$ cat config.mk
export PLATFORM = sky130hd
export DESIGN_NAME = tmc_timer16_core
export DESIGN_NICKNAME = d
export VERILOG_FILES = /design/src/hw/tmc_pkg.sv /design/src/hw/tmc_prescaler.sv /design/src/hw/tmc_sync2.sv /design/src/hw/tmc_timer16_core.sv
export SDC_FILE = /design/constraint.sdc
export NUM_CORES = 1
export LEC_CHECK = 0
export ABC_AREA = 1
export BUFFER_PORTS_ARGS = -buffer_cell sky130_fd_sc_hd__buf_2
export CORE_UTILIZATION = 40
export CTS_CLUSTER_DIAMETER = 40
export DETAILED_ROUTE_END_ITERATION = 6
export PLACE_DENSITY_LB_ADDON = 0.12
export SYNTH_ARGS = -nofsm -noshare
export SYNTH_HDL_FRONTEND = slang
export SYNTH_SLANG_ARGS = --single-unit
$ cat constraint.sdc
create_clock -name i_clk_sys -period 2.4 [get_ports i_clk_sys]
set_clock_uncertainty 0.15 [all_clocks]
set_input_delay 0.12 -clock i_clk_sys [delete_from_list [all_inputs] [get_ports i_clk_sys]]
set_output_delay 0.12 -clock i_clk_sys [all_outputs]
set_load 0.03 [all_outputs]
$ cat src/hw/tmc_pkg.sv
// Package of constants and types for the 16-bit timer/counter core.
package tmc_pkg;

  localparam int unsigned CNT_W = 16;
  localparam int unsigned BYTE_W = 8;
  localparam int unsigned PRESC_W = 3;
  localparam int unsigned CS_W = 5;

  // Clock source select codes.
  localparam logic [4:0] CS_INSTR = 5'h00;
  localparam logic [4:0] CS_FOSC = 5'h01;
  localparam logic [4:0] CS_EXT_PIN = 5'h02;
  localparam logic [4:0] CS_SEC_OSC = 5'h03;
  localparam logic [4:0] CS_ALT_SRC = 5'h04;

  // The instruction cycle is four system clocks.
  localparam logic [1:0] INSTR_DIV_LAST = 2'h3;
  localparam logic [15:0] FOSC_STEP = 16'h0004;
  localparam logic [15:0] UNIT_STEP = 16'h0001;

  localparam logic [15:0] CNT_RST = 16'h0000;
  localparam logic [7:0] HIBUF_RST = 8'h00;
  localparam logic [2:0] PRESC_RST = 3'h0;

  typedef struct packed {
    logic run_enable;
    logic gate_count_enable;
    logic gate_polarity;
    logic sync_bypass;
    logic wide_access_enable;
    logic [1:0] prescale_select;
    logic [4:0] clock_select;
  } tmc_ctrl_t;

  typedef struct packed {
    logic wr_low;
    logic wr_high;
    logic rd_low;
    logic rd_high;
    logic [7:0] wdata;
  } tmc_sw_t;

endpackage

$ cat src/hw/tmc_prescaler.sv
// Divide-by-1/2/4/8 prescaler producing one-cycle advance pulses.
`timescale 1ns/100ps
module tmc_prescaler (
  // Clock and reset
  input wire logic i_clk_sys,
  input wire logic i_rst_n,
  // Control
  input wire logic i_clear,
  input wire logic i_tick,
  input wire logic [1:0] i_prescale_select,
  // Result
  output logic o_advance
);
  logic [tmc_pkg::PRESC_W-1:0] presc_q;
  logic [tmc_pkg::PRESC_W-1:0] mask;

  always_comb begin
    mask = 3'((4'h1 << i_prescale_select) - 4'h1);
    o_advance = i_tick && ((presc_q & mask) == mask);
  end

  always_ff @(posedge i_clk_sys or negedge i_rst_n) begin
    if (!i_rst_n) begin
      presc_q <= tmc_pkg::PRESC_RST;
    end else if (i_clear) begin
      presc_q <= tmc_pkg::PRESC_RST;
    end else if (i_tick) begin
      presc_q <= presc_q + 3'h1;
    end
  end
endmodule // tmc_prescaler

$ cat src/hw/tmc_sync2.sv
// Two-stage synchroniser for one level from outside the clock domain.
`timescale 1ns/100ps
module tmc_sync2 (
  // Clock and reset
  input wire logic i_clk_sys,
  input wire logic i_rst_n,
  // Level
  input wire logic i_async,
  output logic o_sync
);
  logic meta_q;

  always_ff @(posedge i_clk_sys or negedge i_rst_n) begin
    if (!i_rst_n) begin
      meta_q <= 1'b0;
      o_sync <= 1'b0;
    end else begin
      meta_q <= i_async;
      o_sync <= meta_q;
    end
  end
endmodule // tmc_sync2

$ cat src/hw/tmc_timer16_core.sv
// Top of the 16-bit timer/counter core with gate, prescaler and buffered access.
`timescale 1ns/100ps
module tmc_timer16_core (
  // Clock and reset
  input wire logic i_clk_sys,
  input wire logic i_rst_n,
  // Control
  input wire tmc_pkg::tmc_ctrl_t i_ctrl,
  input wire logic i_sleep,
  // Software byte access
  input wire tmc_pkg::tmc_sw_t i_sw,
  output logic [7:0] o_rdata,
  // Count sources and gate
  input wire logic i_external_count_input,
  input wire logic i_sec_osc,
  input wire logic i_alt_source,
  input wire logic i_gate_input,
  // Status
  output logic [15:0] o_count,
  output logic o_overflow_flag,
  input wire logic i_overflow_clear
);

  // Sources derived from the system clock stop with it while the device sleeps.
  function automatic logic fn_is_internal(input logic [4:0] cs);
    return (cs == tmc_pkg::CS_INSTR) || (cs == tmc_pkg::CS_FOSC);
  endfunction

  // The full-rate source advances by a whole instruction's worth of counts.
  function automatic logic [15:0] fn_step(input logic [4:0] cs);
    return (cs == tmc_pkg::CS_FOSC) ? tmc_pkg::FOSC_STEP : tmc_pkg::UNIT_STEP;
  endfunction

  // Pin synchronisers; the bypass path is also sampled twice since this core has one clock.
  logic ext_s;
  logic sosc_s;
  logic alt_s;
  logic gate_s;

  tmc_sync2 u_sync_ext (
    .i_clk_sys(i_clk_sys),
    .i_rst_n(i_rst_n),
    .i_async(i_external_count_input),
    .o_sync(ext_s)
  );
  tmc_sync2 u_sync_sosc (
    .i_clk_sys(i_clk_sys),
    .i_rst_n(i_rst_n),
    .i_async(i_sec_osc),
    .o_sync(sosc_s)
  );
  tmc_sync2 u_sync_alt (
    .i_clk_sys(i_clk_sys),
    .i_rst_n(i_rst_n),
    .i_async(i_alt_source),
    .o_sync(alt_s)
  );
  tmc_sync2 u_sync_gate (
    .i_clk_sys(i_clk_sys),
    .i_rst_n(i_rst_n),
    .i_async(i_gate_input),
    .o_sync(gate_s)
  );

  // Instruction-cycle divider: one pulse every four system clocks.
  logic [1:0] instr_div_q;
  logic instr_tick;

  always_ff @(posedge i_clk_sys or negedge i_rst_n) begin
    if (!i_rst_n) begin
      instr_div_q <= 2'h0;
    end else begin
      instr_div_q <= instr_div_q + 2'h1;
    end
  end

  assign instr_tick = (instr_div_q == tmc_pkg::INSTR_DIV_LAST);

  // Source selection.
  logic src_level;
  logic src_is_clock;
  logic src_is_ext;

  always_comb begin
    src_level = 1'b0;
    src_is_ext = 1'b0;
    case (i_ctrl.clock_select)
      tmc_pkg::CS_INSTR: src_level = 1'b0;
      tmc_pkg::CS_FOSC: src_level = 1'b0;
      tmc_pkg::CS_EXT_PIN: begin
        src_level = ext_s;
        src_is_ext = 1'b1;
      end
      tmc_pkg::CS_SEC_OSC: src_level = sosc_s;
      tmc_pkg::CS_ALT_SRC: src_level = alt_s;
      default: src_level = 1'b0;
    endcase
  end

  assign src_is_clock = fn_is_internal(i_ctrl.clock_select);

  // Write decode shared by the counter, the prescaler and the falling-edge arm.
  logic wr_any;
  logic wr_high_live;
  assign wr_any = i_sw.wr_low || i_sw.wr_high;
  assign wr_high_live = i_sw.wr_high && !i_ctrl.wide_access_enable;

  // Edge detection on the selected source, with the falling-edge arm for counter mode.
  logic src_prev_q;
  logic armed_q;
  logic rise;
  logic fall;
  logic [4:0] cs_q;
  logic cs_changed;

  // A source switch is not an edge: the first cycle on a new source only records its level.
  assign cs_changed = (i_ctrl.clock_select != cs_q);
  assign rise = src_level && !src_prev_q && !cs_changed;
  assign fall = !src_level && src_prev_q && !cs_changed;

  // The select is a same-domain level, so one register is enough to see it change.
  always_ff @(posedge i_clk_sys or negedge i_rst_n) begin
    if (!i_rst_n) begin
      cs_q <= tmc_pkg::CS_INSTR;
    end else begin
      cs_q <= i_ctrl.clock_select;
    end
  end

  always_ff @(posedge i_clk_sys or negedge i_rst_n) begin
    if (!i_rst_n) begin
      src_prev_q <= 1'b0;
    end else begin
      src_prev_q <= src_level;
    end
  end

  // Any counter write or disable disarms until a falling edge is seen.
  always_ff @(posedge i_clk_sys or negedge i_rst_n) begin
    if (!i_rst_n) begin
      armed_q <= 1'b0;
    end else if (wr_any || !i_ctrl.run_enable) begin
      armed_q <= 1'b0;
    end else if (fall) begin
      armed_q <= 1'b1;
    end
  end

  // Enable and gate decode.
  logic gate_active;
  logic count_en;

  assign gate_active = (gate_s == i_ctrl.gate_polarity);

  always_comb begin
    // A clear run bit stops the count whatever the gate does.
    case ({i_ctrl.run_enable, i_ctrl.gate_count_enable})
      2'b11: count_en = gate_active;
      2'b10: count_en = 1'b1;
      default: count_en = 1'b0;
    endcase
  end

  // Sources derived from the system clock halt in sleep; bypass mode with a pin or an
  // oscillator source keeps running and can still wake the processor on rollover.
  // Bypass only changes this sleep behaviour, so a mode switch loses or adds no count.
  logic sleep_ok;
  assign sleep_ok = !i_sleep || (i_ctrl.sync_bypass && !src_is_clock);

  logic tick;
  always_comb begin
    if (src_is_clock) begin
      tick = count_en && sleep_ok && instr_tick;
    end else if (src_is_ext) begin
      tick = count_en && sleep_ok && rise && (armed_q || fall);
    end else begin
      tick = count_en && sleep_ok && rise;
    end
  end

  // Prescaler: low byte write clears it; high byte write clears it only in byte mode.
  logic presc_clear;
  logic advance;

  assign presc_clear = i_sw.wr_low || wr_high_live;

  tmc_prescaler u_presc (
    .i_clk_sys(i_clk_sys),
    .i_rst_n(i_rst_n),
    .i_clear(presc_clear),
    .i_tick(tick),
    .i_prescale_select(i_ctrl.prescale_select),
    .o_advance(advance)
  );

  // Counter and high-byte buffer.
  logic [15:0] cnt_q;
  logic [15:0] cnt_d;
  logic [15:0] step;
  logic [7:0] hibuf_q;
  logic wrap;

  assign step = fn_step(i_ctrl.clock_select);
  // Rollover past all ones, including the four-count step.
  assign wrap = advance && ({1'b0, cnt_q} + {1'b0, step} > 17'h0ffff);

  always_comb begin
    cnt_d = cnt_q;
    if (advance) begin
      cnt_d = cnt_q + step;
    end
    // A write beats a coincident increment so software sees what it wrote.
    if (i_sw.wr_low) begin
      if (i_ctrl.wide_access_enable) begin
        cnt_d = {hibuf_q, i_sw.wdata};
      end else begin
        cnt_d = {cnt_q[15:8], i_sw.wdata};
      end
    end else if (wr_high_live) begin
      cnt_d = {i_sw.wdata, cnt_q[7:0]};
    end
  end

  always_ff @(posedge i_clk_sys or negedge i_rst_n) begin
    if (!i_rst_n) begin
      cnt_q <= tmc_pkg::CNT_RST;
    end else begin
      cnt_q <= cnt_d;
    end
  end

  // In byte mode the buffer is left alone, so wide mode resumes from the last snapshot.
  always_ff @(posedge i_clk_sys or negedge i_rst_n) begin
    if (!i_rst_n) begin
      hibuf_q <= tmc_pkg::HIBUF_RST;
    end else if (i_ctrl.wide_access_enable) begin
      if (i_sw.wr_high) begin
        hibuf_q <= i_sw.wdata;
      end else if (i_sw.rd_low) begin
        hibuf_q <= cnt_q[15:8];
      end
    end
  end

  // Read data is registered one byte per read; only wide mode returns the high byte from the low-read snapshot.
  always_ff @(posedge i_clk_sys or negedge i_rst_n) begin
    if (!i_rst_n) begin
      o_rdata <= 8'h00;
    end else if (i_sw.rd_low) begin
      o_rdata <= cnt_q[7:0];
    end else if (i_sw.rd_high) begin
      o_rdata <= i_ctrl.wide_access_enable ? hibuf_q : cnt_q[15:8];
    end
  end

  // The count output registers the next value, so it always equals the counter.
  always_ff @(posedge i_clk_sys or negedge i_rst_n) begin
    if (!i_rst_n) begin
      o_count <= tmc_pkg::CNT_RST;
    end else begin
      o_count <= cnt_d;
    end
  end

  // Overflow flag: a rollover in the clearing cycle wins over the clear. It is also what
  // wakes a sleeping processor, so every rollover sets it, whichever source drove it.
  always_ff @(posedge i_clk_sys or negedge i_rst_n) begin
    if (!i_rst_n) begin
      o_overflow_flag <= 1'b0;
    end else if (wrap) begin
      o_overflow_flag <= 1'b1;
    end else if (i_overflow_clear) begin
      o_overflow_flag <= 1'b0;
    end
  end

endmodule // tmc_timer16_core

Yosys cells after proc, flatten, opt, wreduce, memory -nomap -nowiden --
Cells that the tools add are included.
Word-level totals: bits in registers 53, output and inout port bits 25, logic and storage cells 95
Operators by class: $add $sub $neg 5, magnitude comparators 1, equal/unequal tests 12, shift-type cells 1, multiplexer cells 21, bitwise gates (word level) 1, reductions and logical operators 36
Operators with widths (number):
- 16-bit two-way mux | 4
- 8-bit two-way mux | 5
- 16-bit by 3-bit adder with 17-bit output | 1
- 17-bit by 16-bit greater-than comparator with 1-bit output (second input constant) | 1
- 16-bit by 3-bit adder with 16-bit output | 1
- 1-bit logical AND | 12
- 2-bit nonzero test | 6
- 5-bit by 2-bit equality test with 1-bit output (second input constant) | 2
- 3-bit two-way mux | 3
- 1-bit zero test | 7
- 1-bit two-way mux | 7
- 2-bit equality test (second input constant) | 3
- 1-bit logical OR | 6
- 2-bit AND reduction | 3
- 5-bit by 1-bit equality test with 1-bit output (second input constant) | 1
- 5-bit by 3-bit equality test with 1-bit output (second input constant) | 1
- 5-bit zero test | 1
- 5-bit inequality test | 1
- 2-bit inequality test (second input constant) | 2
- 3-bit by 1-bit adder with 3-bit output (second input constant) | 1
- 3-bit AND | 1
- 3-bit equality test | 1
- 1-bit case mux with 3 select lines | 1
- 3-bit nonzero test | 1
- 5 further kinds | 5

Longest topological paths before layout --
depth after elaboration 14, depth in mapped cells 13, depth with buffers taken out 13

Hierarchy --
Synthesis repeated with hierarchy kept, for this count alone.
Second synthesis, totals: cells, all modules 359, area total of the unflattened synthesis 2949.1 µm²
By module, submodules not included:
- tmc_timer16_core | instances 1, cells each 330, area an instance 2586.2 µm², seq. area each 1051.0 µm²
- tmc_sync2 | instances 4, cells each 2, area an instance 50.0 µm², seq. area each 50.0 µm²
- tmc_prescaler | instances 1, cells each 21, area an instance 162.7 µm², seq. area each 75.1 µm²

Worst setup path before layout --
Ideal clock, no wire load.
path type reg-to-reg, from register, netlist name o_count[0], to register o_count[8], library setup time 0.118 ns, arrival 1.735 ns, required time 2.132 ns, path slack 0.398 ns, cell stages (with the launch flop) 10, period minus slack after synthesis 2.002 ns, path through dfrtp_1 > ha_1 > ha_1 > nand2_1 > a21oi_1 > nand3_1 > a31oi_1 > a21oi_1 > nand3_1 > nand2_1
RTL lines:
- end signal: assignment | RTL line tmc_timer16_core.sv:259 | o_count <= tmc_pkg::CNT_RST;
- end signal: assignment | RTL line tmc_timer16_core.sv:261 | o_count <= cnt_d;
- end: declaration | RTL line tmc_timer16_core.sv:19 | output logic [15:0] o_count,

Worst setup path in the final report --
from input i_ctrl[3] (netlist bit), to register o_count[14]
Between the ends: word-level cells in the longest chain between the ends 13, elaborated cells on any way between the ends 33, those cells by class add/sub: 1; eq/ne: 5; mux: 8; reduce/logical: 19
Ends and longest elaborated chain:
- start: declaration | RTL line tmc_timer16_core.sv:8 | input wire tmc_pkg::tmc_ctrl_t i_ctrl,
- parallel branches: the longest is 13 deep, another holds 16-bit by 3-bit adder with 16-bit output
Parallel ways; which one is timed is not known. The select of a mux whose other input is x is not followed. A chain may end at the register's enable or synchronous reset.

==> impl_metrics.toml <==
[power_and_ir_drop]
powerDensity_nw_per_um2 = 607.3
p_leak_nw = 1.813
ir_drop_uv = 245.6

[floorplan]
fp-row-count = 31
die_y_um = 89.20
io-pin-count = 57
fp.coreArea_um2 = 7292
die_area_um2 = 7957
die_width_um = 89.20
initial_utilization = 0.4171

[timing]
setup_viol = 0
finalWorstSetupSlack_ns = 0.1573
post-route-period-util = 0.9345
max_freq_ghz = 0.4459
finalMaxSlewViolations = 0
whs_ns = 0.03580
relSlewSlack = 0.5194
rsz0062_at_grt = "yes"
tightest_slew_ns = 0.7209
period_minus_slack_ns = 2.243
finalHoldViolCount = 0

[clocking]
numCtsBuffers = 5
clk_path_buf_depth = 2
post-cts-setup-buffers = 0
clock_latency_ns = 0.31
cts_sinks = 53
cts_tree = "done"
cts_root_buf = "clkbuf_8"
clk_pin_slew_ns = 0.10
htree_levels = 2

[final_layout]
antennaDiodeCount = 0
stdcell_area_um2 = 3732
final_cell_mix = "91 x nand2_1, 56 x buf_2, 53 x dfrtp_1, 49 x inv_1, 42 x nand3_1"
final_layout_size_suffix_gt1_frac = 0.2129
area.growth.synth_to_final_pct = 22.71
nNetsFinal = 501
final_common_cell = "nand2_1"

[yosys]
synth_fp_nets = 430
yosys_warnings = 0
syn_inst = 393
ys_ff_latch = 53
yosysSeqAreaShare = 0.4360
avgSynthCellArea_um2 = 7.740
synth.distinct_cells = 35
synth_area_um2 = 3042

[critical_path]
regToRegSetupSlack_ns = 0.41
cp_slowest_cell = "dlygate4sd3_1"
path_class = "primary input to flop"
worstPathRequired_ns = 2.51
arrival_ns = 2.35
crit_chain = "dlygate4sd3_1, buf_2, nor2_4, nand4_1, ha_2, ha_1, nand2_2, a21oi_4, nand2_2, nor2_1, nand2_1, nand3_1, a21oi_1, nand3_1, nand2_1"
cp_max_fo = 5
critPathLaunchType = "primary input"
cp-end-kind = "flop"
slowest_delay_ns = 0.54

[placed_design]
place_area_um2 = 3435
globalplace.congestion = 0.9829
hpwl_um = 6253
io_buffers = 56
post-place-ws_ns = 0.2653

[grt]
grt_max_degree = 32
grt_usage = 0.2332
antenna_found_initial = 0
grt_overflow = 0
grt_pass1_vias = 2717
grt_pass1_wl_um = 13850

[route]
routedWlPerCell_um = 15.09
route.detailed.drc = 0
first_iter_violations = 194
vias_per_cell = 5.188
postRouteAntennaNets = 0
drt_pass1_iterations = 4
wl_um = 8509
vias = 2926

[run]
max_cap_violations = 0

[outcome]
outcome = "finished clean"

[worst_hold_path]
hp-class = "primary input to flop"
[where the power goes]
| group | total, mW | switching, mW | internal, mW | leakage [nW] |
|---|---|---|---|---|
| clock | 0.530 | 0.319 | 0.211 | 0.0447 |
| combinational | 0.646 | 0.432 | 0.214 | 1.11 |
| sequential | 1.09 | 0.102 | 0.988 | 0.659 |
[sequential cells by signal, indices dropped and copies added (netlist names), 2 cells and up]
register         count
cs_q                 5
o_rdata              8
o_count             16
u_presc.presc_q      3
instr_div_q          2
hibuf_q              8
[layer usage]
metal | vias up | track usage | routed length [um]
met3 | 7 | 0.03878 | 514
met2 | 89 | 0.3602 | 3870
met4 | 0 | 0.05339 | 79
met5 | - | 0 | 0
met1 | 1376 | 0.3422 | 4044
li1 | 1454 | - | -
[cells by family after synthesis]
kind of cell / share of synthesized area
AND/OR/NAND/NOR: 0.2756
AO/OA/AOI/OAI: 0.1514
buffers and inverters: 0.08762
flip-flops: 0.4360
XOR/XNOR: 0.02879
adder cells (fa/ha/maj): 0.02057
[cells in the mapped netlist (all sizes together)]
cell type	n	area, um2
nor3	5	35.03
clkbuf	7	26.28
nor4	1	6.260
o22ai	5	31.28
buf	6	30.03
clkinv	2	7.510
o21a	1	7.510
dfrtp	53	1326
o221ai	8	70.07
ha	5	62.56
xor2	5	43.79
inv	54	202.7
nand4	10	68.81
a21oi	10	57.56
a21boi	2	15.01
or2	1	6.260
a31oi	1	6.260
xnor2	5	43.79
a22oi	2	15.01
nand3	45	247.7
nor2	21	86.33
o211ai	9	67.56
nand2	98	387.9
o31ai	2	15.01
o21ai	35	175.2
[worst max-delay path, delay by kind of cell]
family | cells | cell delay (ns)
AOI/OAI and AO/OA | 2 | 0.21
adders and majority gates | 2 | 0.42
buffers and inverters | 2 | 0.70
and+or+nand+nor | 9 | 0.90
[worst paths after layout]
check                           cells after the start          startpoint                 end
worst max-delay path                               15           i_ctrl[3]         o_count[14]
worst min-delay path                                5             i_sw[5]          hibuf_q[5]
worst max register to register                     10          o_count[0]         o_count[14]
worst min register to register                      0  u_sync_gate.meta_q  u_sync_gate.o_sync
max in group asynchronous                           3             i_rst_n         o_count[13]
min in group asynchronous                           2             i_rst_n             cs_q[2]
[timing repair]
action | CTS | global route
hold endpoints to repair | 44 | 0
hold buffers | 15 | 0
gates resized for setup | 0 | 12
endpoints found under the setup margin | 0 | 13
[layout make-up]
| type | instances | area, um2 |
|---|---|---|
| multi-input combinational | 271 | 1503 |
| clock buffer | 5 | 68.82 |
| clock inverter | 3 | 25.02 |
| timing repair buffer | 77 | 475.5 |
| tap | 99 | 123.9 |
| fill | 743 | 3560 |
| sequential | 53 | 1326 |
| inverter | 56 | 210.2 |
[through the flow]
stage	setup TNS (ns)	power (mW)	instances	util
final	0	2.267	564	0.5118
after global routing	-0.05885	2.427	564	0.5118
after CTS	0	2.283	564	0.5045
after detailed placement	0	1.723	541	0.4710
after global placement	0	1.715	541	0.4710
after floorplan	0	1.501	393	-
Note: power is estimated with default switching activity, not from simulation.
